**src/logic/cpu_core_pkg.sv**
```systemverilog
package cpu_core_pkg;

    // Word offsets of the software view (byte addresses, 32-bit slots)
    localparam logic [7:0]  OFF_PROGRAM_COUNTER = 8'h00;
    localparam logic [7:0]  OFF_ACCUMULATOR     = 8'h04;
    localparam logic [7:0]  OFF_TEMPORARY_ACC   = 8'h08;
    localparam logic [7:0]  OFF_INDEX_REGISTER  = 8'h0C;
    localparam logic [7:0]  OFF_EXTRA_POINTER   = 8'h10;
    localparam logic [7:0]  OFF_STACK_POINTER   = 8'h14;
    localparam logic [7:0]  OFF_PROGRAM_STATUS  = 8'h18;

    localparam logic [15:0] RST_WORD            = 16'h0000;
    localparam logic [31:0] RST_BUS_WORD        = 32'h0000_0000;

    // Program status field positions
    localparam int BANK_PTR_MSB = 15;
    localparam int BANK_PTR_LSB = 11;
    localparam int DIR_PTR_MSB  = 10;
    localparam int DIR_PTR_LSB  = 8;
    localparam int H_BIT  = 7;
    localparam int I_BIT  = 6;
    localparam int IL_MSB = 5;
    localparam int IL_LSB = 4;
    localparam int N_BIT  = 3;
    localparam int Z_BIT  = 2;
    localparam int V_BIT  = 1;
    localparam int C_BIT  = 0;

    localparam logic [15:0] DIRECT_WINDOW_BASE = 16'h0080;
    localparam logic [15:0] GR_BASE_DEFAULT    = 16'h0100;
    localparam int          GR_BANKS           = 32;
    localparam int          GR_PER_BANK        = 8;

    typedef enum logic [2:0] {
        SEL_PROGRAM_COUNTER = 3'h0,
        SEL_ACCUMULATOR     = 3'h1,
        SEL_TEMPORARY_ACC   = 3'h2,
        SEL_INDEX_REGISTER  = 3'h3,
        SEL_EXTRA_POINTER   = 3'h4,
        SEL_STACK_POINTER   = 3'h5,
        SEL_PROGRAM_STATUS  = 3'h6
    } reg_sel_t;

    typedef struct packed {
        logic [15:0] program_counter;
        logic [15:0] accumulator;
        logic [15:0] temporary_accumulator;
        logic [15:0] index_register;
        logic [15:0] extra_pointer;
        logic [15:0] stack_pointer;
        logic [15:0] program_status;
    } core_regs_t;

    typedef struct packed {
        logic        en;
        reg_sel_t    sel;
        logic [15:0] data;
    } reg_write_t;

    typedef struct packed {
        logic go;
        logic sub;
        logic wide;
        logic shift;
        logic left;
    } alu_req_t;

endpackage

```
**src/logic/cpu_status_and_register_banks.sv**
```systemverilog
`timescale 1ns/10ps
module cpu_status_and_register_banks
    import cpu_core_pkg::*;
#(
    parameter logic [15:0] GR_BASE = GR_BASE_DEFAULT
) (
    input  wire logic        ref_clk,
    input  wire logic        sys_rst,
    // Wishbone classic slave
    input  wire logic        wb_cyc,
    input  wire logic        wb_stb,
    input  wire logic        wb_we,
    input  wire logic [7:0]  wb_adr,
    input  wire logic [3:0]  wb_sel,
    input  wire logic [31:0] wb_dat_w,
    output logic      [31:0] wb_dat_r,
    output logic             wb_ack,
    // Instruction decoder side
    input  wire reg_write_t  core_wr,
    input  wire logic        pc_inc,
    input  wire alu_req_t    alu_req,
    input  wire logic        dir_go,
    input  wire logic [7:0]  dir_addr,
    input  wire logic [7:0]  opcode,
    input  wire logic        gr_we,
    input  wire logic [7:0]  gr_wdata,
    input  wire logic        irq_req,
    input  wire logic [1:0]  irq_level,
    output core_regs_t       regs,
    output logic      [15:0] dir_mapped,
    output logic             dir_valid,
    output logic      [15:0] gr_addr,
    output logic      [7:0]  gr_rdata,
    output logic             irq_accept
);

    logic [7:0]  gr_mem [0:GR_BANKS*GR_PER_BANK-1];
    logic        bus_req;
    logic        bus_wr;
    logic [15:0] bus_data;
    logic [31:0] next_dat_r;
    logic [15:0] next_prog_cnt;
    logic [15:0] next_acc;
    logic [15:0] next_tmp;
    logic [15:0] next_index;
    logic [15:0] next_extra;
    logic [15:0] next_stack;
    logic [15:0] next_status;
    logic [16:0] sum_wide;
    logic [8:0]  sum_byte;
    logic [4:0]  sum_nib;
    logic [15:0] alu_res;
    logic        alu_msb;
    logic        a_msb;
    logic        b_msb;
    logic        alu_carry;
    logic        alu_ovf;
    logic [7:0]  shift_res;
    logic        shift_out;
    logic [4:0]  bank_ptr;
    logic [2:0]  dir_ptr;
    logic [7:0]  gr_index;

    assign bus_req  = wb_cyc & wb_stb;
    // Writes commit on the edge that sees ack high, matching the master's sampling
    assign bus_wr   = bus_req & wb_we & wb_ack;
    assign bus_data = wb_dat_w[15:0];
    assign bank_ptr = regs.program_status[BANK_PTR_MSB:BANK_PTR_LSB];
    assign dir_ptr  = regs.program_status[DIR_PTR_MSB:DIR_PTR_LSB];
    // Bank and register number index the local copy directly, no adder needed
    assign gr_index = {bank_ptr, opcode[2:0]};

    function automatic logic [15:0] merge16(input logic [15:0] old_val,
                                            input logic [15:0] new_val,
                                            input logic [1:0]  lanes);
        merge16 = {lanes[1] ? new_val[15:8] : old_val[15:8],
                   lanes[0] ? new_val[7:0]  : old_val[7:0]};
    endfunction

    function automatic logic hit(input logic [7:0] offset);
        hit = bus_wr && (wb_adr == offset);
    endfunction

    function automatic logic core_hit(input reg_sel_t which);
        core_hit = core_wr.en && (core_wr.sel == which);
    endfunction

    // Arithmetic on accumulator and temporary accumulator
    always_comb begin
        if (alu_req.sub) begin
            sum_wide = {1'b0, regs.accumulator} - {1'b0, regs.temporary_accumulator};
            sum_byte = {1'b0, regs.accumulator[7:0]} - {1'b0, regs.temporary_accumulator[7:0]};
            sum_nib  = {1'b0, regs.accumulator[3:0]} - {1'b0, regs.temporary_accumulator[3:0]};
        end else begin
            sum_wide = {1'b0, regs.accumulator} + {1'b0, regs.temporary_accumulator};
            sum_byte = {1'b0, regs.accumulator[7:0]} + {1'b0, regs.temporary_accumulator[7:0]};
            sum_nib  = {1'b0, regs.accumulator[3:0]} + {1'b0, regs.temporary_accumulator[3:0]};
        end
        if (alu_req.wide) begin
            alu_res   = sum_wide[15:0];
            alu_carry = sum_wide[16];
            alu_msb   = sum_wide[15];
            a_msb     = regs.accumulator[15];
            b_msb     = regs.temporary_accumulator[15];
        end else begin
            alu_res   = {regs.accumulator[15:8], sum_byte[7:0]};
            alu_carry = sum_byte[8];
            alu_msb   = sum_byte[7];
            a_msb     = regs.accumulator[7];
            b_msb     = regs.temporary_accumulator[7];
        end
        // Subtraction overflows when operand signs differ, addition when they agree
        alu_ovf = (alu_req.sub ? (a_msb ^ b_msb) : ~(a_msb ^ b_msb)) & (alu_msb ^ a_msb);
    end

    // Shifts act on the low byte only
    always_comb begin
        if (alu_req.left) begin
            shift_res = {regs.accumulator[6:0], 1'b0};
            shift_out = regs.accumulator[7];
        end else begin
            shift_res = {1'b0, regs.accumulator[7:1]};
            shift_out = regs.accumulator[0];
        end
    end

    // Decoder writes win over the bus; the ALU wins over both on its targets
    always_comb begin
        next_prog_cnt = regs.program_counter;
        if (hit(OFF_PROGRAM_COUNTER)) begin
            next_prog_cnt = merge16(regs.program_counter, bus_data, wb_sel[1:0]);
        end
        // Wraps from the top of memory back to zero
        if (pc_inc) begin
            next_prog_cnt = regs.program_counter + 16'h0001;
        end
        if (core_hit(SEL_PROGRAM_COUNTER)) begin
            next_prog_cnt = core_wr.data;
        end
    end

    always_comb begin
        next_acc = regs.accumulator;
        if (hit(OFF_ACCUMULATOR)) begin
            next_acc = merge16(regs.accumulator, bus_data, wb_sel[1:0]);
        end
        if (core_hit(SEL_ACCUMULATOR)) begin
            next_acc = core_wr.data;
        end
        if (alu_req.go) begin
            next_acc = alu_res;
        end else if (alu_req.shift) begin
            next_acc = {regs.accumulator[15:8], shift_res};
        end
    end

    always_comb begin
        next_tmp = regs.temporary_accumulator;
        next_index = regs.index_register;
        next_extra = regs.extra_pointer;
        next_stack = regs.stack_pointer;
        if (hit(OFF_TEMPORARY_ACC)) begin
            next_tmp = merge16(regs.temporary_accumulator, bus_data, wb_sel[1:0]);
        end
        if (hit(OFF_INDEX_REGISTER)) begin
            next_index = merge16(regs.index_register, bus_data, wb_sel[1:0]);
        end
        if (hit(OFF_EXTRA_POINTER)) begin
            next_extra = merge16(regs.extra_pointer, bus_data, wb_sel[1:0]);
        end
        if (hit(OFF_STACK_POINTER)) begin
            next_stack = merge16(regs.stack_pointer, bus_data, wb_sel[1:0]);
        end
        if (core_hit(SEL_TEMPORARY_ACC)) begin
            next_tmp = core_wr.data;
        end
        if (core_hit(SEL_INDEX_REGISTER)) begin
            next_index = core_wr.data;
        end
        if (core_hit(SEL_EXTRA_POINTER)) begin
            next_extra = core_wr.data;
        end
        if (core_hit(SEL_STACK_POINTER)) begin
            next_stack = core_wr.data;
        end
    end

    always_comb begin
        next_status = regs.program_status;
        if (hit(OFF_PROGRAM_STATUS)) begin
            next_status = merge16(regs.program_status, bus_data, wb_sel[1:0]);
        end
        if (core_hit(SEL_PROGRAM_STATUS)) begin
            next_status = core_wr.data;
        end
        // Flag updates override a same-cycle write of the status word
        if (alu_req.go) begin
            next_status[H_BIT] = sum_nib[4];
            next_status[N_BIT] = alu_msb;
            next_status[Z_BIT] = alu_req.wide ? (alu_res == 16'h0000)
                                              : (alu_res[7:0] == 8'h00);
            next_status[V_BIT] = alu_ovf;
            next_status[C_BIT] = alu_carry;
        end else if (alu_req.shift) begin
            // Half-carry and overflow keep their values across a shift
            next_status[C_BIT] = shift_out;
            next_status[N_BIT] = shift_res[7];
            next_status[Z_BIT] = (shift_res == 8'h00);
        end
    end

    always_ff @(posedge ref_clk) begin
        if (sys_rst) begin
            regs.program_counter <= RST_WORD;
        end else begin
            regs.program_counter <= next_prog_cnt;
        end
    end

    always_ff @(posedge ref_clk) begin
        if (sys_rst) begin
            regs.accumulator           <= RST_WORD;
            regs.temporary_accumulator <= RST_WORD;
        end else begin
            regs.accumulator           <= next_acc;
            regs.temporary_accumulator <= next_tmp;
        end
    end

    always_ff @(posedge ref_clk) begin
        if (sys_rst) begin
            regs.index_register <= RST_WORD;
            regs.extra_pointer  <= RST_WORD;
            regs.stack_pointer  <= RST_WORD;
        end else begin
            regs.index_register <= next_index;
            regs.extra_pointer  <= next_extra;
            regs.stack_pointer  <= next_stack;
        end
    end

    // Reset clears the interrupt enable and the direct bank pointer with the rest
    always_ff @(posedge ref_clk) begin
        if (sys_rst) begin
            regs.program_status <= RST_WORD;
        end else begin
            regs.program_status <= next_status;
        end
    end

    // Only a request level below the mask level is taken, so mask level 0 blocks everything
    always_ff @(posedge ref_clk) begin
        if (sys_rst) begin
            irq_accept <= 1'b0;
        end else begin
            irq_accept <= irq_req && regs.program_status[I_BIT]
                          && (irq_level < regs.program_status[IL_MSB:IL_LSB]);
        end
    end

    // Direct address remap, one cycle of latency
    always_ff @(posedge ref_clk) begin
        if (sys_rst) begin
            dir_mapped <= RST_WORD;
            dir_valid  <= 1'b0;
        end else begin
            dir_valid <= dir_go;
            if (dir_go) begin
                if (dir_addr[7]) begin
                    dir_mapped <= DIRECT_WINDOW_BASE + {6'h00, dir_ptr, 7'h00}
                                  + {9'h000, dir_addr[6:0]};
                end else begin
                    dir_mapped <= {8'h00, dir_addr};
                end
            end
        end
    end

    // General register banks held locally; no reset, as in data memory
    always_ff @(posedge ref_clk) begin
        if (gr_we) begin
            gr_mem[gr_index] <= gr_wdata;
        end
    end

    always_ff @(posedge ref_clk) begin
        if (sys_rst) begin
            gr_rdata <= 8'h00;
            gr_addr  <= RST_WORD;
        end else begin
            gr_rdata <= gr_mem[gr_index];
            // Base is a parameter: where the bank area starts may differ per variant
            gr_addr  <= GR_BASE + {8'h00, bank_ptr, 3'h0} + {13'h0000, opcode[2:0]};
        end
    end

    // Bus read mux; unmapped offsets read as zero and ignore writes
    always_comb begin
        next_dat_r = RST_BUS_WORD;
        case (wb_adr)
            OFF_PROGRAM_COUNTER: next_dat_r = {16'h0000, regs.program_counter};
            OFF_ACCUMULATOR:     next_dat_r = {16'h0000, regs.accumulator};
            OFF_TEMPORARY_ACC:   next_dat_r = {16'h0000, regs.temporary_accumulator};
            OFF_INDEX_REGISTER:  next_dat_r = {16'h0000, regs.index_register};
            OFF_EXTRA_POINTER:   next_dat_r = {16'h0000, regs.extra_pointer};
            OFF_STACK_POINTER:   next_dat_r = {16'h0000, regs.stack_pointer};
            OFF_PROGRAM_STATUS:  next_dat_r = {16'h0000, regs.program_status};
            default:             next_dat_r = RST_BUS_WORD;
        endcase
    end

    // Ack one cycle after the request, dropped the cycle after
    always_ff @(posedge ref_clk) begin
        if (sys_rst) begin
            wb_ack   <= 1'b0;
            wb_dat_r <= RST_BUS_WORD;
        end else begin
            wb_ack <= bus_req & ~wb_ack;
            if (bus_req & ~wb_ack) begin
                wb_dat_r <= next_dat_r;
            end
        end
    end

endmodule

```
**config.mk**
```make
export PLATFORM = sky130hd
export DESIGN_NAME = cpu_status_and_register_banks
export DESIGN_NICKNAME = d
export VERILOG_FILES = /design/src/logic/cpu_core_pkg.sv /design/src/logic/cpu_status_and_register_banks.sv
export SDC_FILE = /design/constraint.sdc
export NUM_CORES = 2
export LEC_CHECK = 0
export ABC_CLOCK_PERIOD_IN_PS = 3900
export BUFFER_PORTS_ARGS = -buffer_cell sky130_fd_sc_hd__buf_4
export CAP_MARGIN = 10
export CORE_MARGIN = 8
export CORE_UTILIZATION = 45
export DETAILED_ROUTE_END_ITERATION = 10
export GPL_TIMING_DRIVEN = 0
export PLACE_DENSITY = 0.61
export SYNTH_ARGS = -nofsm -noshare
export SYNTH_HDL_FRONTEND = slang
export SYNTH_SLANG_ARGS = --single-unit
```
**constraint.sdc**
```tcl
create_clock -name ref_clk -period 3.9 [get_ports ref_clk]
set_input_delay 0.39 -clock ref_clk [delete_from_list [all_inputs] [get_ports ref_clk]]
set_output_delay 0.39 -clock ref_clk [all_outputs]
set_load 0.05 [all_outputs]
```
== Word level (Yosys, flattened, before mapping) ==
Memory sizes are Yosys's and may differ from the RTL's. A register that Yosys moved wholly into a read port is not among the register bits.
Cells that the tools add are included.

* $add $sub $neg: 11
* Order comparisons: 1
* Equal/unequal tests: 13
* Mux-type cells: 41
* Bitwise operators: 9
* Reductions and logical operators: 63

{| class="wikitable"
|+ Operator list
! cell !! count
|-
| two-way mux 16 bit || 18
|-
| one-hot mux 16 bit (7 select lines) || 1
|-
| AND reduction 2 bit || 15
|-
| nonzero test 2 bit || 15
|-
| equality test 8 x 5 -> 1 bit, second input constant || 3
|-
| logical NOT 8 bit || 3
|-
| two-way mux 8 bit || 3
|-
| nonzero test 3 bit || 7
|-
| adder 16 x 16 -> 17 bit || 1
|-
| two-way mux 17 bit || 1
|-
| subtractor 16 x 16 -> 17 bit || 1
|-
| adder 16 x 1 -> 16 bit, second input constant || 1
|-
| equality test 8 x 4 -> 1 bit, second input constant || 2
|-
| logical AND 1 bit || 16
|-
| logical NOT 16 bit || 1
|-
| nonzero test 4 bit || 4
|-
| two-way mux 1 bit || 13
|-
| adder 11 x 7 -> 12 bit || 1
|-
| two-way mux 12 bit || 1
|-
| adder 10 x 3 -> 11 bit || 1
|-
| adder 8 x 10 -> 11 bit, first input constant || 1
|-
| adder 9 x 8 -> 10 bit, first input constant || 1
|-
| adder 8 x 8 -> 9 bit || 1
|-
| equality test 3 bit, second input constant || 3
|-
| 16 further kinds || 24
|}

* Bits in registers: 179
* Memory bits (writable): 2048
* Word-level logic and storage cells: 161
* Memories: 1

{| class="wikitable"
|+ Memory list
! memory !! depth !! width !! rd ports !! clocked after Yosys merged registers in !! wr ports !! line !! text
|-
| gr_mem || 256 || 8 || 1 || 1 || 1 || cpu_status_and_register_banks.sv:37 || <nowiki>logic [7:0] gr_mem [0:GR_BANKS*GR_PER_BANK-1];</nowiki>
|}

== Logic depth before layout (Yosys ltp) ==
* Word-level depth: 8
* Gate-level depth with buffers: 16
* Depth with buffers taken out: 16

== Worst setup path after synthesis ==
No wires, ideal clock.

* Path kind: register to register
* From: register regs[64] in the netlist's numbering
* To: register regs[2] in the netlist's numbering
* Library setup time: 96 ps
* Arrival time: 3737 ps
* Required time: 3804 ps
* Path slack: 68 ps
* Cell stages (with the launch flop): 14
* Path buffers: 0
* Clock period less this slack: 3832 ps
* Path through: dfxtp_1 inv_1 ha_1 nor2b_1 a21oi_1 xnor2_1 ha_1 a211o_1 or3_4 a21oi_2 o21ai_1 or3_1 or4_1 o41ai_2

* Word-level cells in the longest chain between the ends: 6
* Elaborated cells on any way between the ends: 11
* Those cells by class: add/sub (4); mux (5); reduce/logical (2)

{| class="wikitable"
|+ RTL lines
! what !! line !! text
|-
| start, declared || cpu_status_and_register_banks.sv:29 || <nowiki>output core_regs_t regs,</nowiki>
|-
| adder 16 x 16 -> 17 bit, or another cell as far along || cpu_status_and_register_banks.sv:95 || <nowiki>sum_wide = {1'b0, regs.accumulator} + {1'b0, regs.temporary_accumulator};</nowiki>
|-
| two-way mux 17 bit / two-way mux 9 bit (equally long branches) || cpu_status_and_register_banks.sv:90 || <nowiki>if (alu_req.sub) begin</nowiki>
|-
| two-way mux 16 bit * || cpu_status_and_register_banks.sv:99 || <nowiki>if (alu_req.wide) begin</nowiki>
|-
| logical NOT 16 bit / logical NOT 8 bit (equally long branches) || cpu_status_and_register_banks.sv:200, cpu_status_and_register_banks.sv:201 ||
|-
| two-way mux 1 bit * || cpu_status_and_register_banks.sv:200 || <nowiki>next_status[Z_BIT] = alu_req.wide ? (alu_res == 16'h0000)</nowiki>
|-
| two-way mux 2 bit * || cpu_status_and_register_banks.sv:197 || <nowiki>if (alu_req.go) begin</nowiki>
|}

Mark *: on every way between the ends. The rest lies on a longest branch, timed or not.
A chain may end at the register's enable or synchronous reset.

==> results.md <==
* Outcome: complete, but fails checks
* Failing checks: hold timing, capacitance limit, slew limit, setup timing
* Final Worst Setup Slack at -0.3107 ns
* Routed Antenna Nets at 0
* Top cells by area, synth: edfxtp_1, mux4_2, dfxtp_1
* Routed vias at 56364
* Final GP Congestion at 1.071
* Max VDD drop at 0.5141 mV
* Worst Max-Slew Pin Slew at 1.511 ns
* CP startpoint: regs[13]
* Layout area overhead at 16.92%
* Worst R2R Setup Slack at -0.31 ns
* Min Clock Period, post-route at 4.211 ns
* Critical path class: flop to flop
* Leak at 33.40 nW
* Crit path DAT at 4.98 ns
* Max Root-Sink Buffers at 3
* Die Ht at 461.3 um
* Clk slew on worst S/H paths at 0.06 ns
* Most frequent cells after synthesis: edfxtp_1, mux4_2, nor2_1
* Initial antenna violation count at 21
* Clk sinks at 2207
* Reg2reg end: gr_rdata[4]
* Max Clock Freq at 237.5 MHz
* Drt via density at 6.782
* Post-route non-filler standard cell count at 8311
* DRC Markers at 0
* Setup violators final at 340
* Post-synthesis sequential area ratio at 72.50%
* Synthesized cell area at 89220 um^2
* Setup crit start kind: flop
* Yosys reg bits at 2207
* Congestion Overflow GR at 0
* CTS tree: done
* Slew Viols, Final at 11
* Layout Nets at 5590
* Die ar. at 212800 um^2
* Crit path max fanout at 10
* Tot GR Track Use at 33.50%
* Post-synthesis cell type count at 84
* Post-synth top area share at 68.93%
* Crit share post-route at 108.0%
* Clock root buffer: clkbuf_16
* Required @ worst endpoint at 4.67 ns
* Crit path to: gr_rdata[4]
* Initial DRC Count at 10538
* Pin count of the biggest net entering global routing at 153
* Placed cell count at 7815
* IO Port Bufs at 231
* TNS Setup at -25.63 ns
* CP Capture Type: flop
* Pwr dens at 498.2 nW/um^2
* Area of the core at 197200 um^2
* Yosys top cell by area: edfxtp_1
* Detailed Place HPWL at 242900 um
* Share of cells above drive strength 1 at 28.31%
* Row count at 163
* Worst hold path class: primary input to flop
* Post-synth top flop: edfxtp_1
* Layout fillers at 15708
* MaxCap Viol Count at 1
* Slew HR at -0.7054%
* WL per Instance at 43.95 um
* Worst reg2reg startpoint: regs[13]
* Via count of the first global-routing pass at 52082
* Die width at 461.3 um
* Worst skew pair latency at 0.93 ns
* Ys Warns at 0
* Worst Reg2Reg Path Length in Cells at 9
* Fraction of registers with async set/reset at 0%
* H-tree depth at 4
* Unrepaired setup endpoints after global routing: yes
* Number of synthesized flops with an enable pin at 2048
* Count leader, synth: edfxtp_1
* Hold Violations, Final at 8
* Total wire length at 365300 um
* Initial core utilization at 45.24%
* Post-Syn Area per Cell at 18.26 um^2
* Drt pass-1 iters at 9
* Num CTS Buffers at 219
* Clk_skew at 0.05345 ns
* Final hold slack at -0.01039 ns
* Gate Count Post-Synth at 4885
* I/O pin total at 291
* First-pass GRT wire length at 476400 um
==> worst min-delay path by stage <==
stage | cells after the start | to | startpoint
floorplan | 0 | gr_mem[0][0] | gr_wdata[0]
global placement | 2 | wb_dat_r[13] | wb_dat_r[13]
detailed placement | 2 | wb_dat_r[12] | wb_dat_r[12]
CTS | 1 | gr_mem[222][6] | gr_wdata[6]
global route | 1 | gr_mem[221][6] | gr_wdata[6]
finish | 1 | gr_mem[220][6] | gr_wdata[6]
==> cells by family (layout without fill, tap and decap cells) <==
kind of cell,count (synthesis),count (layout),share of synthesized area (%)
XOR/XNOR,30,30,0.2945
AO/OA/AOI/OAI,589,589,4.399
flip-flops,2207,2207,72.50
AND/OR/NAND/NOR,943,943,4.646
multiplexers,746,746,15.99
adder cells (fa/ha/maj),21,21,0.3029
other,1,43,0.004203
buffers and inverters,348,1092,1.867
==> routing by layer <==
metal / wire length (um) / GRT usage, % / up-vias / part of all wire, %
met5: 43 / 0 / - / 0.012
met2: 157200 / 49.21 / 4943 / 43
met4: 29230 / 20.74 / 3 / 8.0
met1: 126700 / 42.83 / 29344 / 35
li1: - / - / 20971 / -
met3: 52030 / 11.66 / 1103 / 14
==> final cells by class <==
type / instances / area, um^2 / area share [%]
Sequential cell: 2207 / 64700 / 62.03
Multi-Input combinational cell: 2357 / 24100 / 23.11
Clock buffer: 273 / 5757 / 5.519
Tap cell: 2640 / 3303 / 3.167
Timing Repair Buffer: 338 / 3117 / 2.988
Buffer: 316 / 1862 / 1.785
Clock inverter: 139 / 1330 / 1.275
Inverter: 26 / 98.84 / 0.09476
Antenna cell: 15 / 37.54 / 0.03598
==> power breakdown <==
| group | switching [mW] | internal (mW) |
|---|---|---|
| logic | 3.21 | 1.41 |
| registers | 0.179 | 25.9 |
| clock network | 9.52 | 11.7 |
==> registers in the layout (all words and copies together) (netlist names) <==
signal	flops
wb_dat_r	16
gr_rdata	8
irq_accept	1
wb_ack	1
gr_mem	2048
dir_mapped	11
gr_addr	9
regs	112
dir_valid	1
==> through the flow <==
step                util (%)  setup slack, ns  total power [mW]  hold slack, ns  area, um^2
floorplan                  -          0.06757             28.70          0.4889       89320
global placement       47.85           -3.950             30.87          0.4444       94360
detailed placement     48.23           -2.883             30.93          0.4522       95110
CTS                    52.74         -0.05891             51.69        0.002050      104000
global route           52.88          -0.1714             52.75         0.01672      104300
finish                 52.89          -0.3107             51.97        -0.01039      104300
==> worst max-delay path: stages (launching register included) <==
cell	delay, ns
dfxtp_1	0.48
clkbuf_2	0.30
buf_2	0.28
clkbuf_2	0.37
clkbuf_8	0.37
nor2_2	0.68
a22oi_1	0.16
a211oi_1	0.74
o21ai_1	0.33
o21ai_1	0.34
==> placed cells by master (no fill, tap or decap), types with 14 or more instances in the layout <==
cell type,instances
o21ai_0,66
nand3_1,59
nand2_1,193
buf_2,54
bufinv_16,18
inv_1,23
nand4_1,19
xnor2_1,21
a22oi_1,85
ha_1,17
clkinv_2,37
mux4_2,542
buf_8,16
nor2_4,83
nand2b_1,14
clkinv_1,57
nor2_2,100
dlygate4sd3_1,61
a31oi_1,24
a211oi_1,77
mux2_2,15
nor2_1,319
dfxtp_1,149
clkbuf_2,28
nor2b_1,29
and2_1,16
nor3_1,27
o211ai_1,28
a22o_1,17
clkbuf_1,147
diode_2,15
buf_6,19
mux2i_1,188
conb_1,28
edfxtp_1,2048
a21oi_1,169
buf_4,333
clkbuf_16,222
==> what timing repair did <==
item,in CTS,in global routing
buffers inserted,2,11
setup endpoints to repair,1988,216
gates resized for setup,379,57
pin swaps,4,7
cloned,0,0
hold buffers,61,0
endpoints found under the hold margin,91,0
Power figures use the tool's default switching activity.
